## src/etsr_regs.vh

```
`ifndef ETSR_REGS_VH
`define ETSR_REGS_VH
// Byte addresses of the sample registers and the unit index
`define ETSR_S7_NS_ADDR    12'h59C
`define ETSR_S7_SEC_ADDR   12'h5A0
`define ETSR_S7_PH_ADDR    12'h5A4
`define ETSR_S8_NS_ADDR    12'h5A8
`define ETSR_S8_SEC_ADDR   12'h5AC
`define ETSR_S8_PH_ADDR    12'h5B0
`define ETSR_UNIT_IDX_ADDR 12'h500
// Field positions
`define ETSR_EDGE_BIT      30
`define ETSR_NS_MSB        29
`define ETSR_PH_MSB        2
`define ETSR_UNIT_PTR_BIT  8
// Phase slot codes
`define ETSR_SLOT_0NS      3'h0
`define ETSR_SLOT_8NS      3'h1
`define ETSR_SLOT_16NS     3'h5
`define ETSR_SLOT_24NS     3'h3
`define ETSR_SLOT_32NS     3'h4
// Reset values and bus answers
`define ETSR_ZERO32        32'h00000000
`define ETSR_RESP_OKAY     2'h0
`define ETSR_RESP_SLVERR   2'h2
`endif

```

## src/etsr_sample_readout.v

```verilog
// Design decision made here: register access over AXI4-Lite.
`timescale 1ns/1ps
// How it works
// - Sample 8 bit 30: 1 rising, 0 falling
// - Sample 8 nanoseconds in bits 29:0
// - Sample 8 seconds 32 bits, reset zero
// - Phase bits 2:0 give 8ns slot
// - Third slot code taken as 101
// - Unit pointer bit 8 selects unit
// - Sample 7 has own phase field
// - Sample 7 edge, ns, seconds alike
`include "etsr_regs.vh"
// Register map, one aligned 32-bit word each
//   0x59C  sample 7 edge and nanoseconds, per unit
//   0x5A0  sample 7 seconds, per unit
//   0x5A4  sample 7 phase code
//   0x5A8  sample 8 edge and nanoseconds, per unit
//   0x5AC  sample 8 seconds, per unit
//   0x5B0  sample 8 phase code
//   0x500  unit index, pointer in bit 8
// Every other word answers SLVERR and reads zero.
// Limitation: only two units, so the pointer is a single bit;
// a wider pointer needs wider storage arrays and a wider field.
// Bus timing: a request taken at one edge is answered at the next,
// and the answer stands until the master takes it.

// Reset: all samples zero, phase codes 000, unit pointer 0, both
// answers idle. The first request may follow the first edge after
// reset is released.
// Ordering: one write and one read may be under way at a time, and
// they do not wait for each other. A capture and a read of the same
// word in one cycle answer the old value; the read after sees the new.
// Phase slots: 0, 8, 16, 24 and 32ns inside the 40ns period map to
// codes 000, 001, 101, 011 and 100. The third slot shares its code
// with the reserved range, so it must be confirmed before tape-out;
// slot numbers above four clamp to the last slot rather than emit a
// reserved code.
module etsr_sample_readout #(
  parameter ADDR_W = 12
) (
  input  wire              sys_clk,         // 250 MHz clock
  input  wire              resetn,          // Async reset, active low
  // Capture engine, two timestamp units, same clock
  input  wire              capValid,        // Pulse: new capture for sample slot
  input  wire              capUnit,         // Unit index of the capture
  input  wire              capSlot8,        // 1 = eighth sample, 0 = seventh
  input  wire              capRising,       // Edge polarity of the event
  input  wire [29:0]       capNanosec,      // Nanoseconds low word
  input  wire [31:0]       capSeconds,      // Seconds value
  input  wire [2:0]        capSlotIdx,      // 8ns slot number 0..4 in 40ns
  // AXI4-Lite slave
  input  wire [ADDR_W-1:0] s_axi_awaddr,    // Write address
  input  wire              s_axi_awvalid,   // Write address valid
  output wire              s_axi_awready,   // Write address ready
  input  wire [31:0]       s_axi_wdata,     // Write data
  input  wire [3:0]        s_axi_wstrb,     // Write strobes
  input  wire              s_axi_wvalid,    // Write data valid
  output wire              s_axi_wready,    // Write data ready
  output reg  [1:0]        s_axi_bresp,     // Write response
  output reg               s_axi_bvalid,    // Write response valid
  input  wire              s_axi_bready,    // Write response ready
  input  wire [ADDR_W-1:0] s_axi_araddr,    // Read address
  input  wire              s_axi_arvalid,   // Read address valid
  output wire              s_axi_arready,   // Read address ready
  output reg  [31:0]       s_axi_rdata,     // Read data
  output reg  [1:0]        s_axi_rresp,     // Read response
  output reg               s_axi_rvalid,    // Read data valid
  input  wire              s_axi_rready     // Read data ready
);

  // Word indices of the register map; the two low address bits are
  // dropped because every register is one aligned word
  localparam WORD_W = ADDR_W - 2;
  localparam [ADDR_W-1:0] S7_NS_A  = `ETSR_S7_NS_ADDR;
  localparam [ADDR_W-1:0] S7_SEC_A = `ETSR_S7_SEC_ADDR;
  localparam [ADDR_W-1:0] S7_PH_A  = `ETSR_S7_PH_ADDR;
  localparam [ADDR_W-1:0] S8_NS_A  = `ETSR_S8_NS_ADDR;
  localparam [ADDR_W-1:0] S8_SEC_A = `ETSR_S8_SEC_ADDR;
  localparam [ADDR_W-1:0] S8_PH_A  = `ETSR_S8_PH_ADDR;
  localparam [ADDR_W-1:0] UNIT_A   = `ETSR_UNIT_IDX_ADDR;
  localparam [WORD_W-1:0] S7_NS_W  = S7_NS_A[ADDR_W-1:2];
  localparam [WORD_W-1:0] S7_SEC_W = S7_SEC_A[ADDR_W-1:2];
  localparam [WORD_W-1:0] S7_PH_W  = S7_PH_A[ADDR_W-1:2];
  localparam [WORD_W-1:0] S8_NS_W  = S8_NS_A[ADDR_W-1:2];
  localparam [WORD_W-1:0] S8_SEC_W = S8_SEC_A[ADDR_W-1:2];
  localparam [WORD_W-1:0] S8_PH_W  = S8_PH_A[ADDR_W-1:2];
  localparam [WORD_W-1:0] UNIT_W   = UNIT_A[ADDR_W-1:2];
  // Byte lane that carries the pointer bit
  localparam PTR_LANE = `ETSR_UNIT_PTR_BIT / 8;
  // Units kept per sample; the pointer is one bit
  localparam UNITS = 2;

  // Word index of a byte address, shared by both channels
  function [WORD_W-1:0] wordOf;
    input [ADDR_W-1:0] addr;
    begin
      wordOf = addr[ADDR_W-1:2];
    end
  endfunction

  // Nanoseconds word: edge flag above a 30-bit count, bit 31 zero
  function [31:0] packNs;
    input        edgeUp;
    input [29:0] ns;
    begin
      packNs                 = `ETSR_ZERO32;
      packNs[`ETSR_EDGE_BIT] = edgeUp;
      packNs[`ETSR_NS_MSB:0] = ns;
    end
  endfunction

  // Phase word: code in the low bits, reserved bits zero
  function [31:0] packPh;
    input [2:0] code;
    begin
      packPh                 = `ETSR_ZERO32;
      packPh[`ETSR_PH_MSB:0] = code;
    end
  endfunction

  // Bus answer code for a decoded or refused access
  function [1:0] respOf;
    input ok;
    begin
      respOf = ok ? `ETSR_RESP_OKAY : `ETSR_RESP_SLVERR;
    end
  endfunction

  // Slot number to documented phase code; out-of-range clamps to last slot
  function [2:0] slotCode;
    input [2:0] idx;
    begin
      case (idx)
        3'h0:    slotCode = `ETSR_SLOT_0NS;
        3'h1:    slotCode = `ETSR_SLOT_8NS;
        3'h2:    slotCode = `ETSR_SLOT_16NS;
        3'h3:    slotCode = `ETSR_SLOT_24NS;
        default: slotCode = `ETSR_SLOT_32NS;  // Never 110/111
      endcase
    end
  endfunction

  // Storage, index = unit; phase codes and unit pointer are single registers
  reg        edge7_r [0:1];
  reg [29:0] ns7_r   [0:1];
  reg [31:0] sec7_r  [0:1];
  reg [2:0]  ph7_r;
  reg        edge8_r [0:1];
  reg [29:0] ns8_r   [0:1];
  reg [31:0] sec8_r  [0:1];
  reg [2:0]  ph8_r;
  reg        unitPtr_r;
  integer    i;

  integer    j;

  // Capture decode. The capture engine runs on this clock, so its
  // fields are used as they come, with no synchroniser.
  // Each capture loads a whole word at one edge, so a read never
  // sees half of an old sample and half of a new one.
  // Slot numbers are coded once here and shared by both samples.
  wire       cap7Go  = capValid && !capSlot8;
  wire       cap8Go  = capValid &&  capSlot8;
  wire [2:0] capCode = slotCode(capSlotIdx);

  // Eighth sample edge, nanoseconds and seconds, kept per unit
  always @(posedge sys_clk or negedge resetn) begin
    if (!resetn) begin
      for (i = 0; i < UNITS; i = i + 1) begin
        edge8_r[i] <= 1'b0;
        ns8_r[i]   <= 30'h00000000;
        sec8_r[i]  <= `ETSR_ZERO32;
      end
    end else if (cap8Go) begin
      edge8_r[capUnit] <= capRising;
      ns8_r[capUnit]   <= capNanosec;
      sec8_r[capUnit]  <= capSeconds;
    end
  end

  // Seventh sample, same layout as the eighth. Kept in its own
  // process with its own loop index so neither shares a driver.
  always @(posedge sys_clk or negedge resetn) begin
    if (!resetn) begin
      for (j = 0; j < UNITS; j = j + 1) begin
        edge7_r[j] <= 1'b0;
        ns7_r[j]   <= 30'h00000000;
        sec7_r[j]  <= `ETSR_ZERO32;
      end
    end else if (cap7Go) begin
      edge7_r[capUnit] <= capRising;
      ns7_r[capUnit]   <= capNanosec;
      sec7_r[capUnit]  <= capSeconds;
    end
  end

  // Phase codes. One per sample, shared by both units: a capture on
  // either unit overwrites it, so software reads it before the next
  // capture of the same sample. Reset shows the 0ns slot.
  always @(posedge sys_clk or negedge resetn) begin
    if (!resetn) begin
      ph7_r <= `ETSR_SLOT_0NS;
      ph8_r <= `ETSR_SLOT_0NS;
    end else begin
      if (cap7Go)
        ph7_r <= capCode;
      if (cap8Go)
        ph8_r <= capCode;
    end
  end

  // Values seen through the unit pointer. Phase words ignore the
  // pointer since they are not kept per unit.
  wire        edge7View = edge7_r[unitPtr_r];
  wire [29:0] ns7View   = ns7_r[unitPtr_r];
  wire [31:0] sec7View  = sec7_r[unitPtr_r];
  wire        edge8View = edge8_r[unitPtr_r];
  wire [29:0] ns8View   = ns8_r[unitPtr_r];
  wire [31:0] sec8View  = sec8_r[unitPtr_r];

  // Write channel. Address and data are taken together, which keeps
  // them paired without holding registers; a master that offers one
  // alone waits until it offers the other. A new write is held off
  // while the previous answer is still pending.
  // Only the unit index word is writable; sample words refuse writes
  // with SLVERR and keep their contents.
  wire wrGo     = s_axi_awvalid && s_axi_wvalid && !s_axi_bvalid;
  wire wrHit    = (wordOf(s_axi_awaddr) == UNIT_W);
  wire ptrWrite = wrGo && wrHit && s_axi_wstrb[PTR_LANE];
  assign s_axi_awready = wrGo;
  assign s_axi_wready  = wrGo;

  // Write answer, one cycle after the request is taken; it stands
  // until the master shows bready
  always @(posedge sys_clk or negedge resetn) begin
    if (!resetn) begin
      s_axi_bvalid <= 1'b0;
      s_axi_bresp  <= `ETSR_RESP_OKAY;
    end else if (wrGo) begin
      s_axi_bvalid <= 1'b1;
      s_axi_bresp  <= respOf(wrHit);
    end else if (s_axi_bready) begin
      s_axi_bvalid <= 1'b0;
    end
  end

  // Unit pointer; a write that leaves the pointer's byte lane
  // disabled is answered OKAY but changes nothing
  always @(posedge sys_clk or negedge resetn) begin
    if (!resetn) begin
      unitPtr_r <= 1'b0;
    end else if (ptrWrite) begin
      unitPtr_r <= s_axi_wdata[`ETSR_UNIT_PTR_BIT];
    end
  end

  // Read decode. A pure mux, so a read changes nothing every
  // bit outside a defined field reads zero, and an unmapped word
  // reads zero with SLVERR.
  reg [31:0] rdVal;
  reg        rdOk;
  always @* begin
    rdVal = `ETSR_ZERO32;
    rdOk  = 1'b1;
    case (wordOf(s_axi_araddr))
      S7_NS_W:  rdVal = packNs(edge7View, ns7View);
      S7_SEC_W: rdVal = sec7View;
      S7_PH_W:  rdVal = packPh(ph7_r);
      S8_NS_W:  rdVal = packNs(edge8View, ns8View);
      S8_SEC_W: rdVal = sec8View;
      S8_PH_W:  rdVal = packPh(ph8_r);
      UNIT_W:   rdVal[`ETSR_UNIT_PTR_BIT] = unitPtr_r;
      default:  rdOk = 1'b0;
    endcase
  end

  // Read channel. One read at a time: the address is refused while
  // data is pending. The word is sampled when the address is taken,
  // so a capture in the next cycle does not change the answer.
  // Data and response stand until the master shows rready.
  assign s_axi_arready = !s_axi_rvalid;
  always @(posedge sys_clk or negedge resetn) begin
    if (!resetn) begin
      s_axi_rvalid <= 1'b0;
      s_axi_rdata  <= `ETSR_ZERO32;
      s_axi_rresp  <= `ETSR_RESP_OKAY;
    end else if (s_axi_arvalid && !s_axi_rvalid) begin
      s_axi_rvalid <= 1'b1;
      s_axi_rdata  <= rdVal;
      s_axi_rresp  <= respOf(rdOk);
    end else if (s_axi_rready) begin
      s_axi_rvalid <= 1'b0;
    end
  end

endmodule // etsr_sample_readout

```

## config.mk

```make
export PLATFORM = sky130hd
export DESIGN_NAME = etsr_sample_readout
export DESIGN_NICKNAME = d
export VERILOG_FILES = /design/src/etsr_sample_readout.v
export VERILOG_INCLUDE_DIRS = /design/src
export SDC_FILE = /design/constraint.sdc
export NUM_CORES = 1
export LEC_CHECK = 0
export ABC_AREA = 1
export ABC_CLOCK_PERIOD_IN_PS = 1900
export BUFFER_PORTS_ARGS = -buffer_cell sky130_fd_sc_hd__buf_2
export CORE_MARGIN = 3
export CORE_UTILIZATION = 58
export DETAILED_ROUTE_END_ITERATION = 7
export PLACE_DENSITY = 0.8
export SETUP_SLACK_MARGIN = 0.15
export SLEW_MARGIN = 10
export SYNTH_ARGS = -nofsm -noshare
export SYNTH_HDL_FRONTEND = slang
export SYNTH_SLANG_ARGS = --single-unit
```

## constraint.sdc

```tcl
create_clock -name sys_clk -period 1.9 [get_ports sys_clk]
set_input_delay 0.38 -clock sys_clk [delete_from_list [all_inputs] [get_ports sys_clk]]
set_output_delay 0.38 -clock sys_clk [all_outputs]
set_load 0.01 [all_outputs]
```

==> results.toml <==
[routing]
drt_first_iter_violations = 1109
antenna_left = 0
detail_route.vias_per_cell = 5.44
drtPass1Iterations = 5
detail_route.wirelength_mm = 35.5
drt-wirelength-per-cell_um = 16.3
route.vias.total = 11900
drcViolationCount = 0

[timing]
timing_hold_violations_final = 0
grt_setup_unrepaired = "no"
fmax_ghz = 0.596
skew_ns = 0.0134
setup_total_negative_slack_ns = 0
timing.slew.headroom_pct = 60.1
final.min_clock_period_ns = 1.68
max_slew.worst_pin.slew_ns = 0.598
slew_violations = 0
setup_viol = 0
layout_worst_path_cycle_share_pct = 88.3

[pwr]
worst_ir_drop_vdd_mv = 0.786
power_leakage_nw = 8.58
power_density_nw_per_um2 = 1020

[die]
die_x_um = 159
height_of_the_die_um = 159
placeableCoreArea_um2 = 22800
placementRows = 55
total_die_area_um2 = 25200
initial_core_util_pct = 59.5
number_of_i_o_pins = 177

[worst_hold_path]
timing.hold.worst.class = "input pin to flop"
whs_path_depth = 2

[global_route]
groute.layer.met2.usage_pct = 46.6
grt_first_pass_wirelength_mm = 57.8
grt_overflow = 0
groute.layer.met3.usage_pct = 4.07
antenna_violations_before_repair = 0
globalRoute.busiestLayer = "met2"
met1_usage_pct = 37.1
track_usage_pct = 28.1
grt_max_degree = 127
first_global_vias = 11300

[layout]
finish.utilization_pct = 69.4
relative_area_change_from_synthesis_to_final_layout_pct = 16.6
fill_cells = 1831
diodes = 0
design.final.nets = 1980
layout-drive-gt1-share_pct = 14.1

[cts]
cts-buffers-inserted = 30
tritoncts_clock_tree = "yes"
cts_setup_buffers = 0
clock_tree.root_cell = "sky130_fd_sc_hd__clkbuf_16"
cts.htree.levels = 1
clock_slew_at_the_register_clock_pins_of_the_worst_setup_and_hold_paths_ns = 0.07
clock_path_buffers = 3
clk_latency_ns = 0.55
numClockSinks = 295

[logic_synthesis]
yosysSeqAreaShare_pct = 54.5
synth.cells.most_frequent = "834 x sky130_fd_sc_hd__nand2_1, 295 x sky130_fd_sc_hd__dfrtp_1, 267 x sky130_fd_sc_hd__o21ai_0"
summed_instance_area_of_the_synthesized_netlist_um2 = 13500
asyncSetResetFlopFracSynth_pct = 100
yosys-top-cells-area = "sky130_fd_sc_hd__dfrtp_1 54%, sky130_fd_sc_hd__nand2_1 23%, sky130_fd_sc_hd__o21ai_0 9.9%, sky130_fd_sc_hd__nand3_1 2.5%, sky130_fd_sc_hd__inv_1 2.2%"
ys.flop_type = "sky130_fd_sc_hd__dfrtp_1"
netlist.area_leader.share_pct = 54.5
synth.distinct_cells = 26
yosysMostFrequentCell = "sky130_fd_sc_hd__nand2_1"
postSynthRegisterBits = 295
syn_area_per_cell_um2 = 7.79
ys_warn_count = 0
synth_edf_count = 0
synth_area_leader_cell = "sky130_fd_sc_hd__dfrtp_1"
synthesis.instances = 1739

[setup_path]
crit_required_ns = 1.52
critical_path.endpoint_type = "output port"
timing.critical_path.from_type = "flop"
reg2reg_depth = 9
criticalPathCategory = "flop to output port"
cp_data_arrival_time_ns = 1.30
crit_fanout = 3

[place]
io_buffers = 136
dpl.hpwl_mm = 22.8
gp_congestion = 0.878

[outcome]
run_status = "complete, no violations"

[job]
maxCapViolations = 0
[layout make-up]
cell class	instances	area [um2]	share of cell area [%]
Tap cell	313	392	2.48
Clock inverter	14	189	1.20
Inverter	90	339	2.15
Multi-Input combinational cell	1254	5380	34.1
Clock buffer	42	917	5.80
Timing Repair Buffer	173	1200	7.58
Sequential cell	295	7390	46.7
[worst max-delay path, cell delays in order (launching register included)]
cell and delay (ns):
sky130_fd_sc_hd__dfrtp_1 0.37, sky130_fd_sc_hd__inv_1 0.06, sky130_fd_sc_hd__nand3_1 0.09, sky130_fd_sc_hd__inv_1 0.10, sky130_fd_sc_hd__buf_2 0.13
[worst paths after layout]
| path | slack (ns) | startpoint | to |
|---|---|---|---|
| worst min register to register | 0.48 | s_axi_rdata[25] | s_axi_rdata[25] |
| worst min-delay path | 0.02 | s_axi_rready | s_axi_rvalid |
| worst max register to register | 0.27 | unitPtr_r | s_axi_rdata[8] |
| max in group asynchronous | 0.88 | resetn | sec8_r[59] |
| min in group asynchronous | 0.36 | resetn | sec7_r[55] |
| worst max-delay path | 0.22 | s_axi_bvalid | s_axi_awready |
[repair_timing]
item / CTS / global route
hold endpoints to repair: 53 / 0
gates resized for setup: 0 / 0
hold buffers: 2 / 0
[report_power, final]
group / total, mW / leakage, nW / internal (mW) / switching, mW
Combinational: 2.03 / 4.33 / 0.768 / 1.26
Sequential: 7.70 / 3.71 / 7.20 / 0.496
Clock: 6.39 / 0.546 / 3.91 / 2.48
Total: 16.1 / 8.58 / 11.9 / 4.24
[routing by layer]
metal / share of wire [%] / vias to the layer above
met1: 41 / 5626
met3: 6.6 / 91
met5: 0 / -
met2: 48 / 467
li1: - / 5673
met4: 4.4 / 0
[kinds of logic after synthesis]
kind of cell / count (synthesis) / synth area share, %
AOI/OAI and AO/OA: 287 / 10.6
buffers and inverters: 191 / 6.04
DFF: 295 / 54.5
muxes: 4 / 0.323
other: 1 / 0.0277
and+or+nand+nor: 961 / 28.5
[cell usage in the layout (no fill, tap or decap), types with 2 or more instances in the layout]
cell	synthesis	routed
sky130_fd_sc_hd__a21oi_1	7	7
sky130_fd_sc_hd__buf_12	0	18
sky130_fd_sc_hd__buf_2	42	135
sky130_fd_sc_hd__buf_4	5	17
sky130_fd_sc_hd__bufinv_16	0	4
sky130_fd_sc_hd__clkbuf_16	0	31
sky130_fd_sc_hd__clkbuf_8	0	10
sky130_fd_sc_hd__clkinv_2	0	6
sky130_fd_sc_hd__clkinv_4	0	2
sky130_fd_sc_hd__clkinvlp_4	0	2
sky130_fd_sc_hd__conb_1	1	2
sky130_fd_sc_hd__dfrtp_1	295	294
sky130_fd_sc_hd__dlygate4sd3_1	0	2
sky130_fd_sc_hd__inv_1	81	81
sky130_fd_sc_hd__inv_2	8	7
sky130_fd_sc_hd__mux2_2	3	3
sky130_fd_sc_hd__nand2_1	834	830
sky130_fd_sc_hd__nand2_4	2	6
sky130_fd_sc_hd__nand3_1	67	67
sky130_fd_sc_hd__nand4_1	7	7
sky130_fd_sc_hd__nor2_1	28	28
sky130_fd_sc_hd__nor2_2	6	6
sky130_fd_sc_hd__nor2_4	9	9
sky130_fd_sc_hd__nor2_8	3	3
sky130_fd_sc_hd__nor3_1	4	4
sky130_fd_sc_hd__o21ai_0	267	267
sky130_fd_sc_hd__o21ai_1	12	12
[state kept, by name, indices dropped and copies added, names as in the netlist]
signal        count
sec7_r           64
sec8_r           64
ns7_r            60
ns8_r            60
s_axi_rdata      32
ph7_r             3
ph8_r             3
edge7_r           2
edge8_r           2
s_axi_bresp       1
s_axi_bvalid      1
s_axi_rresp       1
s_axi_rvalid      1
unitPtr_r         1
[metrics by stage]
| stage | cell area (um2) | instances | power, mW | setup WS, ns | hold slack (ns) |
|---|---|---|---|---|---|
| after floorplan | 13600 | 1740 | 8.96 | 0.541 | 0.0844 |
| after global placement | 14700 | 2123 | 9.68 | 0.200 | 0.354 |
| after detailed placement | 14700 | 2123 | 9.81 | 0.148 | 0.364 |
| after CTS | 15800 | 2181 | 16.2 | 0.188 | 0.0151 |
| after global routing | 15800 | 2181 | 16.9 | 0.158 | 0.0162 |
| final | 15800 | 2181 | 16.1 | 0.222 | 0.0235 |
No activity file was read; power rests on OpenSTA's default activity.
